==> src/hdl/cpr_pkg.sv <==
// package: calibration pattern readout constants and types
package cpr_pkg;
    // command decode on the registered command bus
    typedef enum logic [2:0] {
        CPR_CMD_NOP,
        CPR_CMD_MRS,
        CPR_CMD_RD,
        CPR_CMD_WR,
        CPR_CMD_OTHER
    } cpr_cmd_t;

    typedef struct packed {
        cpr_cmd_t    cmd;
        logic [2:0]  mrSel;      // mode register number for MRS
        logic [15:0] addr;       // address / opcode bits
        logic        chopOtf;    // burst chop 4 selected on the fly
    } cpr_req_t;

    typedef struct packed {
        logic [15:0] dq;         // x16 lanes, one beat
        logic        fromMpr;    // beat came from the calibration register
        logic        last;       // last beat of the burst
    } cpr_beat_t;

    localparam logic [2:0] CPR_MR3        = 3'h3;
    localparam int         CPR_MPR_EN_BIT = 2;
    localparam int         CPR_LOC_LO     = 0;
    localparam int         CPR_LOC_HI     = 1;
    localparam int         CPR_NIBBLE_BIT = 2;
    localparam int         CPR_AP_BIT     = 10;
    localparam logic [1:0] CPR_BUF_FULL   = 2'h2;
    localparam logic [7:0] CPR_LANE0_ONLY = 8'h01;
    localparam logic [1:0] CPR_LOC_PATTERN = 2'h0;
    localparam logic [1:0] CPR_LOC_RST    = 2'h0;
    localparam logic [3:0] CPR_BL8_BEATS  = 4'h8;
    localparam logic [3:0] CPR_BC4_BEATS  = 4'h4;
    localparam logic [3:0] CPR_WR_LAG_BL8 = 4'h4;
    localparam logic [3:0] CPR_WR_LAG_BC4 = 4'h2;
    localparam logic [7:0] CPR_PATTERN    = 8'hAA;   // beat order 0..7: 0,1,0,1...
    localparam logic [7:0] CPR_BYTE_ZERO  = 8'h00;
    localparam logic [7:0] CPR_BYTE_ONES  = 8'hFF;
endpackage

==> src/hdl/cpr_calibration_pattern_readout.sv <==
// calibration register read redirection inside the memory device
`timescale 1ns/100ps
// Summary of operation
// - MRS to MR3 with enable bit one enters calibration readout mode.
// - in readout mode every RD or RDA is served from the calibration register.
// - two-bit location field in MR3 is stored, but reads do not decode it; every location returns the same pattern.
// - RDA acts as plain read in readout mode; auto-precharge is ignored.
// - reset stays effective while readout mode is enabled.
// - enable bit clear means normal array reads and writes, location ignored.
// - internal write starts WL plus four, or plus two for fixed BC4.
// - location zero returns alternating zero, one pattern across the burst.
// - lane bit zero of each byte carries data; others copy it or drive zero.
module cpr_calibration_pattern_readout (
    input  wire logic              clk,
    input  wire logic              rst,
    input  wire logic              reqValid,
    input  cpr_pkg::cpr_req_t      req,
    input  wire logic [3:0]        readLatency,
    input  wire logic [3:0]        writeLatency,
    input  wire logic              chopFixed,
    input  wire logic              copyLane0,
    input  wire logic [15:0]       arrayData,
    output logic                   arrayRead,
    output logic                   arrayPrecharge,
    output logic                   writeStart,
    output logic                   mprMode,
    output logic [1:0]             mprLoc,
    output logic                   beatValid,
    output cpr_pkg::cpr_beat_t     beat,
    input  wire logic              beatReady
);
    import cpr_pkg::*;

    typedef enum {CPR_IDLE, CPR_WAIT, CPR_BURST} cpr_state_t;

    function automatic logic [15:0] laneFill(input logic bit0, input logic copy);
        logic [7:0] b;
        b = bit0 ? (copy ? CPR_BYTE_ONES : CPR_LANE0_ONLY) : CPR_BYTE_ZERO;
        return {b, b};
    endfunction

    // mode register state
    logic       mprEn_ff, nxt_mprEn;
    logic [1:0] loc_ff, nxt_loc;
    // read sequencer
    cpr_state_t st_ff, nxt_st;
    logic [3:0] cnt_ff, nxt_cnt;
    logic [3:0] beatIdx_ff, nxt_beatIdx;
    logic [3:0] beats_ff, nxt_beats;
    logic       srcMpr_ff, nxt_srcMpr;
    logic       arrRd_ff, nxt_arrRd;
    logic       arrPre_ff, nxt_arrPre;
    // write start delay
    logic [3:0] wrCnt_ff, nxt_wrCnt;
    logic       wrBusy_ff, nxt_wrBusy;
    logic       wrStart_ff, nxt_wrStart;
    // two-entry skid buffer
    cpr_beat_t  buf_ff [2], nxt_buf [2];
    logic [1:0] bufCnt_ff, nxt_bufCnt;
    logic       rdPtr_ff, nxt_rdPtr;
    logic       wrPtr_ff, nxt_wrPtr;
    // head of the buffer registered so the outputs come straight from flops
    logic       beatVld_ff, nxt_beatVld;
    cpr_beat_t  beatOut_ff, nxt_beatOut;

    logic       isRead, isWrite, isMr3, pushOk, push, pop;
    cpr_beat_t  newBeat;

    always_comb begin
        isRead  = reqValid && req.cmd == CPR_CMD_RD;
        isWrite = reqValid && req.cmd == CPR_CMD_WR;
        isMr3   = reqValid && req.cmd == CPR_CMD_MRS && req.mrSel == CPR_MR3;
        nxt_mprEn = mprEn_ff;
        nxt_loc   = loc_ff;
        if (isMr3) begin
            nxt_mprEn = req.addr[CPR_MPR_EN_BIT];
            nxt_loc   = req.addr[CPR_LOC_HI:CPR_LOC_LO];
        end
    end

    always_ff @(posedge clk or posedge rst) begin
        if (rst) begin
            mprEn_ff <= 1'b0;
            loc_ff   <= CPR_LOC_RST;
        end else begin
            mprEn_ff <= nxt_mprEn;
            loc_ff   <= nxt_loc;
        end
    end

    // buffer bookkeeping
    assign pushOk = bufCnt_ff != CPR_BUF_FULL;
    assign pop    = beatValid && beatReady;

    // a stalled receiver freezes the burst rather than dropping beats
    always_comb begin
        nxt_st      = st_ff;
        nxt_cnt     = cnt_ff;
        nxt_beatIdx = beatIdx_ff;
        nxt_beats   = beats_ff;
        nxt_srcMpr  = srcMpr_ff;
        nxt_arrRd   = 1'b0;
        nxt_arrPre  = 1'b0;
        push        = 1'b0;
        newBeat     = '0;
        case (st_ff)
            CPR_IDLE: begin
                if (isRead) begin
                    nxt_srcMpr = mprEn_ff;
                    nxt_arrRd  = !mprEn_ff;
                    // auto-precharge only acts on array reads
                    nxt_arrPre = !mprEn_ff && req.addr[CPR_AP_BIT];
                    nxt_beats  = (chopFixed || req.chopOtf) ? CPR_BC4_BEATS : CPR_BL8_BEATS;
                    // nibble select for chopped reads, column bits 1:0 assumed zero
                    nxt_beatIdx = (chopFixed || req.chopOtf) && req.addr[CPR_NIBBLE_BIT]
                                  ? CPR_BC4_BEATS : 4'h0;
                    nxt_cnt    = readLatency;
                    nxt_st     = CPR_WAIT;
                end
            end
            CPR_WAIT: begin
                if (cnt_ff <= 4'h1) begin
                    nxt_st  = CPR_BURST;
                    nxt_cnt = 4'h0;
                end else begin
                    nxt_cnt = cnt_ff - 4'h1;
                end
            end
            CPR_BURST: begin
                if (pushOk) begin
                    push = 1'b1;
                    newBeat.fromMpr = srcMpr_ff;
                    if (srcMpr_ff) begin
                        // reserved locations return the pattern too, so no location decode here
                        newBeat.dq = laneFill(CPR_PATTERN[beatIdx_ff[2:0]], copyLane0);
                    end else begin
                        newBeat.dq = arrayData;
                    end
                    newBeat.last = cnt_ff == beats_ff - 4'h1;
                    nxt_cnt      = cnt_ff + 4'h1;
                    nxt_beatIdx  = beatIdx_ff + 4'h1;
                    if (newBeat.last) begin
                        nxt_st = CPR_IDLE;
                    end
                end
            end
            default: nxt_st = CPR_IDLE;
        endcase
    end

    always_ff @(posedge clk or posedge rst) begin
        if (rst) begin
            st_ff      <= CPR_IDLE;
            cnt_ff     <= 4'h0;
            beatIdx_ff <= 4'h0;
            beats_ff   <= CPR_BL8_BEATS;
            srcMpr_ff  <= 1'b0;
            arrRd_ff   <= 1'b0;
            arrPre_ff  <= 1'b0;
        end else begin
            st_ff      <= nxt_st;
            cnt_ff     <= nxt_cnt;
            beatIdx_ff <= nxt_beatIdx;
            beats_ff   <= nxt_beats;
            srcMpr_ff  <= nxt_srcMpr;
            arrRd_ff   <= nxt_arrRd;
            arrPre_ff  <= nxt_arrPre;
        end
    end

    // internal write start, writes only reach the array with readout mode off
    always_comb begin
        nxt_wrCnt   = wrCnt_ff;
        nxt_wrBusy  = wrBusy_ff;
        nxt_wrStart = 1'b0;
        if (wrBusy_ff) begin
            if (wrCnt_ff <= 4'h1) begin
                nxt_wrBusy  = 1'b0;
                nxt_wrStart = 1'b1;
            end else begin
                nxt_wrCnt = wrCnt_ff - 4'h1;
            end
        end else if (isWrite && !mprEn_ff) begin
            nxt_wrBusy = 1'b1;
            nxt_wrCnt  = writeLatency + (chopFixed ? CPR_WR_LAG_BC4 : CPR_WR_LAG_BL8);
        end
    end

    always_ff @(posedge clk or posedge rst) begin
        if (rst) begin
            wrCnt_ff   <= 4'h0;
            wrBusy_ff  <= 1'b0;
            wrStart_ff <= 1'b0;
        end else begin
            wrCnt_ff   <= nxt_wrCnt;
            wrBusy_ff  <= nxt_wrBusy;
            wrStart_ff <= nxt_wrStart;
        end
    end

    always_comb begin
        nxt_buf    = buf_ff;
        nxt_wrPtr  = wrPtr_ff;
        nxt_rdPtr  = rdPtr_ff;
        nxt_bufCnt = bufCnt_ff;
        if (push) begin
            nxt_buf[wrPtr_ff] = newBeat;
            nxt_wrPtr         = !wrPtr_ff;
        end
        if (pop) begin
            nxt_rdPtr = !rdPtr_ff;
        end
        if (push && !pop) begin
            nxt_bufCnt = bufCnt_ff + 2'h1;
        end else if (pop && !push) begin
            nxt_bufCnt = bufCnt_ff - 2'h1;
        end
        nxt_beatVld = nxt_bufCnt != 2'h0;
        nxt_beatOut = nxt_buf[nxt_rdPtr];
    end

    always_ff @(posedge clk or posedge rst) begin
        if (rst) begin
            buf_ff[0] <= '0;
            buf_ff[1] <= '0;
            bufCnt_ff <= 2'h0;
            beatVld_ff <= 1'b0;
            beatOut_ff <= '0;
            rdPtr_ff  <= 1'b0;
            wrPtr_ff  <= 1'b0;
        end else begin
            buf_ff    <= nxt_buf;
            beatVld_ff <= nxt_beatVld;
            beatOut_ff <= nxt_beatOut;
            bufCnt_ff <= nxt_bufCnt;
            rdPtr_ff  <= nxt_rdPtr;
            wrPtr_ff  <= nxt_wrPtr;
        end
    end

    assign arrayRead      = arrRd_ff;
    assign arrayPrecharge = arrPre_ff;
    assign writeStart     = wrStart_ff;
    assign mprMode        = mprEn_ff;
    assign mprLoc         = loc_ff;
    assign beatValid      = beatVld_ff;
    assign beat           = beatOut_ff;
endmodule

==> config.mk <==
export PLATFORM = sky130hd
export DESIGN_NAME = cpr_calibration_pattern_readout
export DESIGN_NICKNAME = d
export VERILOG_FILES = /design/src/hdl/cpr_pkg.sv /design/src/hdl/cpr_calibration_pattern_readout.sv
export SDC_FILE = /design/constraint.sdc
export NUM_CORES = 1
export LEC_CHECK = 0
export ABC_AREA = 1
export BUFFER_PORTS_ARGS = -buffer_cell sky130_fd_sc_hd__buf_2
export CAP_MARGIN = 20
export CORE_MARGIN = 2
export CORE_UTILIZATION = 45
export DETAILED_ROUTE_END_ITERATION = 16
export GPL_TIMING_DRIVEN = 0
export PLACE_DENSITY_LB_ADDON = 0.15
export SETUP_SLACK_MARGIN = 0.4
export SKIP_CTS_REPAIR_TIMING = 1
export SYNTH_ARGS = -nofsm -noshare
export SYNTH_HDL_FRONTEND = slang
export SYNTH_SLANG_ARGS = --single-unit
==> constraint.sdc <==
create_clock -name clk -period 2.2 [get_ports clk]
set_clock_uncertainty 0.05 [all_clocks]
set_input_delay 0.22 -clock clk [delete_from_list [all_inputs] [get_ports clk]]
set_output_delay 0.22 -clock clk [all_outputs]
set_load 0.05 [all_outputs]
==> impl_metrics.py, run 1 <==
metrics = {
    "status": {
        "status": "complete, no violations",
    },
    "route": {
        "wl_um": 8350,
        "first_iter_violations": 123,
        "drcViolationCount": 0,
        "drt-wirelength-per-cell_um": 12.7,
        "first_pass_iters": 5,
        "viasPerCell": 4.86,
        "via_count": 3182,
        "drtAntennaViolNets": 0,
    },
    "cells_and_area": {
        "regArea_um2": 2000,
        "fillers": 778,
        "area_growth_pct": 20.3,
        "antenna_cells": 0,
        "multi_input_area_um2": 1620,
        "finalNetCount": 610,
        "drive_above_1_share_pct": 23.6,
    },
    "critical_path": {
        "crit_arrival_ns": 1.88,
        "r2r_cells": 10,
        "required_ns": 2.40,
        "path_cells": "inv_2 > ha_4 > inv_1 > nor2_4 > nand2_4 > buf_6 > nand2_1 > nand2_1 > nand2_1 > nand2_1",
        "startpoint_type": "flip-flop",
        "critPathCaptureType": "flip-flop",
        "critPathMostFrequentCell": "nand2_1",
        "r2r_setup_slack_ns": 0.51,
        "reg2reg_to": "beat[8]",
        "r2r_start": "st_ff[0]",
        "critPathMaxFanout": 10,
        "crit_type": "reg2reg",
        "crit_path_top_delay_cell": "dfrtp_1",
        "cp_slowest_stage_delay_ns": 0.42,
    },
    "grt": {
        "grt_pass1_wl_um": 14200,
        "antenna_found_initial": 0,
        "overflow": 0,
        "grtUsageTotal_pct": 20.2,
        "grt_start_max_net_pins": 36,
        "first_global_vias": 3024,
    },
    "place": {
        "portBuffers": 65,
        "place_congestion": 0.801,
        "dp_hpwl_um": 6030,
        "pre_cts_ws_ns": 0.246,
    },
    "sta": {
        "min_period_ns": 1.69,
        "period_share_pct": 76.7,
        "setup_viol": 0,
        "fin_tns_setup_ns": 0,
        "drv_slew": 0,
        "fmax_mhz": 593,
        "rsz0062_at_grt": "yes",
        "worst_pin_slew_ns": 0.384,
        "setup_slack_ns": 0.513,
        "hold_viol": 0,
        "relSlewSlack_pct": 74.4,
    },
    "run": {
        "maxCapViolations": 0,
    },
    "floorplan": {
        "row_count": 33,
        "die_y_um": 96.1,
        "die_w_um": 96.1,
        "ios": 78,
        "design.die.area_um2": 9240,
        "initial_core_util_pct": 46.5,
        "coreArea_um2": 8220,
    },
    "worst_hold_path": {
        "hold_path_end": "arrayPrecharge",
        "min_from": "req[11]",
        "hold_class": "in2reg",
        "hold_path_depth": 2,
    },
    "cts": {
        "cts-htree-levels": 3,
        "clock_latency_ns": 0.35,
        "path_clk_slew_ns": 0.08,
        "cts_root_buf": "clkbuf_8",
        "clockBufferDepth": 2,
        "cts_made_buffers": 9,
        "cts_tree": "built",
        "numClockSinks": 80,
    },
    "synth": {
        "ys_types": 31,
        "syn-num-nets": 529,
        "ys_warn_count": 0,
        "synthCells": 464,
        "syn-cell-area_um2": 3820,
        "ys_ff_latch": 80,
        "syn_avg_cell_area_um2": 8.23,
        "synth.yosys.seq_area_share_pct": 52.5,
    },
    "power": {
        "p_per_area_nw_per_um2": 1560,
        "p_int_mw": 3.89,
        "net-switching-power_mw": 3.29,
        "total_power_mw": 7.19,
        "power_frac_seq_pct": 34.1,
        "p_leak_nw": 2.51,
        "p_comb_share_pct": 49.6,
        "clock_power_share_pct": 16.3,
        "ir_drop_v": 0.000576,
        "switching_share_pct": 45.8,
    },
}
## logic make-up after synthesis
kind of cell    after synthesis  synth area share [%]
simple gates                290                  32.3
compound gates               29                  4.55
buf+inv                      51                  5.86
xor+xnor                      2                 0.655
flops                        80                  52.5
fa+ha+maj                    12                  4.13
## stage by stage
step                utilization [%]  cells  area (um^2)  hold slack [ns]
floorplan                         -    464         3820            0.315
global placement               52.1    634         4280            0.404
finish                         55.9    655         4590           0.0679
detailed placement             52.6    636         4320            0.157
global route                   55.9    655         4590           0.0608
CTS                            55.2    652         4530           -0.225
## power by group through the flow
stage          combinational, mW  sequential, mW  clock (mW)
2_1_floorplan               2.07            3.04           0
3_3_place_gp                3.42            2.45           0
3_5_place_dp                3.51            2.47           0
5_1_grt                     4.06            2.53        1.26
6_report                    3.56            2.45        1.17
4_1_cts                     3.52            2.44        1.20
## synthesized netlist by cell type (all sizes together)
library cell,count,area share [%]
nor3,2,0.26
clkbuf,1,0.098
inv,39,3.8
o21a,2,0.39
nor3b,1,0.20
o211ai,1,0.20
o21ai,17,2.2
nand4,3,0.49
a31oi,2,0.33
a21oi,4,0.82
dfrtp,79,52
xor2,2,0.66
dfstp,1,0.69
nand3,50,6.6
buf,11,1.9
ha,11,3.6
fa,1,0.52
nand2,192,19
a21boi,2,0.39
o31ai,1,0.20
or2,20,3.3
nor2,22,2.4
## sequential cells by signal, indices dropped and copies added, names as in the netlist, 2 cells and up
register	cells
mprLoc	2
beat	18
cnt_ff	4
beats_ff	2
buf_ff	36
wrCnt_ff	4
bufCnt_ff	2
st_ff	2
## placed cells by master, fill, tap and decap left out, types with 3 or more instances in the layout
cell type  count
nand2_1      189
dfrtp_1       78
buf_2         72
nand3_1       50
inv_1         34
nor2_1        20
or2_2         20
o21ai_0       16
ha_1           9
clkbuf_8       9
buf_6          4
a21oi_1        3
nand4_1        3
inv_2          3
clkbuf_1       3
## per-layer routing
metal | track usage, % | part of all wire [%] | up-vias
li1 | - | - | 1619
met1 | 27.3 | 47 | 1479
met2 | 32.3 | 47 | 71
met3 | 2.58 | 3.9 | 13
met4 | 9.64 | 2.0 | 0
met5 | 0 | 0 | -
## how the worst max path moves through the flow
| stage | from | end | cells past startpoint |
|---|---|---|---|
| 2_1_floorplan | beatValid | beat[1] | 6 |
| 3_3_place_gp | st_ff[0] | beat[8] | 10 |
| 3_5_place_dp | st_ff[0] | beat[8] | 10 |
| 4_1_cts | st_ff[0] | beat[8] | 10 |
| 5_1_grt | st_ff[0] | beat[8] | 10 |
| 6_report | st_ff[0] | beat[8] | 10 |
## layout make-up
class | instances | area share (%)
Sequential cell | 80 | 43.6
Multi-Input combinational cell | 333 | 35.2
Timing Repair Buffer | 70 | 8.50
Inverter | 39 | 3.32
Clock buffer | 11 | 2.86
Tap cell | 105 | 2.86
Buffer | 12 | 1.82
Clock inverter | 5 | 1.77
## critical path: cells and delay by family, from the launching register on
kind	cells	cell delay, ns
flops	1	0.42
fa+ha+maj	1	0.19
buf+inv	3	0.41
simple gates	6	0.52
Power figures use the tool's default switching activity.
==> run 2: changes to the inputs <==
Clock period 2.2 ns to 1.4 ns, I/O delays scaled along.
==> impl_metrics.py, run 2 (synthesized netlist as in run 1, its figures left out) <==
metrics = {
    "status": {
        "status": "finished with violations",
        "violations": "negative hold slack, negative setup slack",
    },
    "power": {
        "p_leak_nw": 2.72,
        "p_per_area_nw_per_um2": 2460,
        "ir_drop_v": 0.000932,
        "total_power_mw": 13.2,
    },
    "grt": {
        "grt_pass1_wl_um": 13900,
        "overflow": 0,
        "first_global_vias": 2984,
        "grtUsageTotal_pct": 19.7,
        "antenna_found_initial": 0,
        "grt_start_max_net_pins": 42,
    },
    "critical_path": {
        "path_cells": "inv_2 > ha_4 > nand2_4 > a21oi_4 > clkbuf_4 > nand3_1 > nand2_1 > nand2_1 > nand2_1",
        "required_ns": 1.64,
        "crit_arrival_ns": 1.94,
        "critPathMostFrequentCell": "nand2_1",
        "critPathCaptureType": "flip-flop",
        "worstPathBufferInverterCount": 2,
        "cp_slowest_stage_delay_ns": 0.43,
        "startpoint_type": "flip-flop",
        "critPathMaxFanout": 8,
        "cp_top_family": "flip-flops",
        "crit_type": "reg2reg",
        "crit_path_top_delay_cell": "dfrtp_1",
    },
    "cts": {
        "clockBufferDepth": 2,
        "cts_root_buf": "clkbuf_8",
        "clock_latency_ns": 0.35,
        "cts-htree-levels": 3,
        "cts_made_buffers": 9,
        "cts_tree": "built",
        "path_clk_slew_ns": 0.08,
        "numClockSinks": 80,
    },
    "floorplan": {
        "design.die.area_um2": 9240,
        "die_w_um": 96.1,
        "row_count": 33,
        "die_y_um": 96.1,
        "ios": 78,
        "initial_core_util_pct": 46.5,
        "coreArea_um2": 8220,
    },
    "place": {
        "pre_cts_ws_ns": -0.347,
        "place_congestion": 0.802,
        "dp_hpwl_um": 5910,
        "portBuffers": 65,
    },
    "sta": {
        "period_share_pct": 121,
        "relSlewSlack_pct": 40.5,
        "setup_viol": 61,
        "worst_pin_slew_ns": 0.890,
        "hold_slack_ns": -0.0890,
        "drv_slew": 0,
        "setup_slack_ns": -0.296,
        "hold_viol": 40,
        "rsz0062_at_grt": "yes",
        "fmax_mhz": 590,
        "min_period_ns": 1.70,
    },
    "cells_and_area": {
        "regArea_um2": 2010,
        "multi_input_area_um2": 1920,
        "regMostFlops": "buf_ff",
        "area_growth_pct": 39.8,
        "largest_reg_flops": 36,
        "final_common_cell": "nand2_1",
        "finalNetCount": 643,
        "fillers": 680,
        "antenna_cells": 0,
        "layout_common_cells": "nand2_1, dfrtp_1, nand3_1, buf_2, buf_6",
        "drive_above_1_share_pct": 40.5,
        "post-route-util_pct": 65.0,
    },
    "route": {
        "first_iter_violations": 113,
        "via_count": 3330,
        "viasPerCell": 4.84,
        "first_pass_iters": 5,
        "drcViolationCount": 0,
        "wl_um": 9160,
        "drt-wirelength-per-cell_um": 13.3,
        "drtAntennaViolNets": 0,
    },
    "worst_hold_path": {
        "hold_class": "in2async",
    },
    "run": {
        "maxCapViolations": 0,
    },
}
==> run 2: layout make-up <==
type,instances,area share (%)
Tap cell,105,2.46
Sequential cell,80,37.7
Clock inverter,5,1.08
Clock buffer,11,2.46
Buffer,12,1.97
Multi-Input combinational cell,334,35.9
Timing Repair Buffer,102,15.4
Inverter,39,3.07
==> run 2: path summary, 6_finish.rpt <==
path	from	depth (start not counted)	to	slack [ns]
min in group clk	req[2]	3	mprLoc[1]	-0.01
worst min register to register	buf_ff[6]	2	buf_ff[6]	0.42
worst min-delay path	rst	2	beat[2]	-0.09
max in group asynchronous	rst	3	st_ff[1]	0.68
worst max register to register	st_ff[0]	9	beat[4]	-0.30
worst max-delay path	st_ff[0]	9	beat[4]	-0.30
==> run 2: routing by layer <==
| layer | up-vias | track usage, % | wire (um) |
|---|---|---|---|
| li1 | 1684 | - | - |
| met1 | 1549 | 27.4 | 4030 |
| met2 | 85 | 30.3 | 4520 |
| met3 | 12 | 3.29 | 468 |
| met4 | 0 | 8.45 | 141 |
| met5 | - | 0 | 0 |
==> run 2: stage by stage <==
stage               cells  TNS (ns)  instance area, um^2
finish                688    -11.04                 5340
global route          688    -16.13                 5340
CTS                   651    -12.07                 4630
detailed placement    635    -11.29                 4440
global placement      634    -34.29                 4420
floorplan             464    -0.694                 3960
==> run 2: report_power, final <==
group | switching, mW | total [mW] | leakage, nW | internal [mW]
clock | 0.848 | 1.67 | 0.0856 | 0.823
sequential | 0.663 | 4.08 | 0.986 | 3.42
combinational | 4.43 | 7.41 | 1.65 | 2.98
total | 5.94 | 13.2 | 2.72 | 7.23
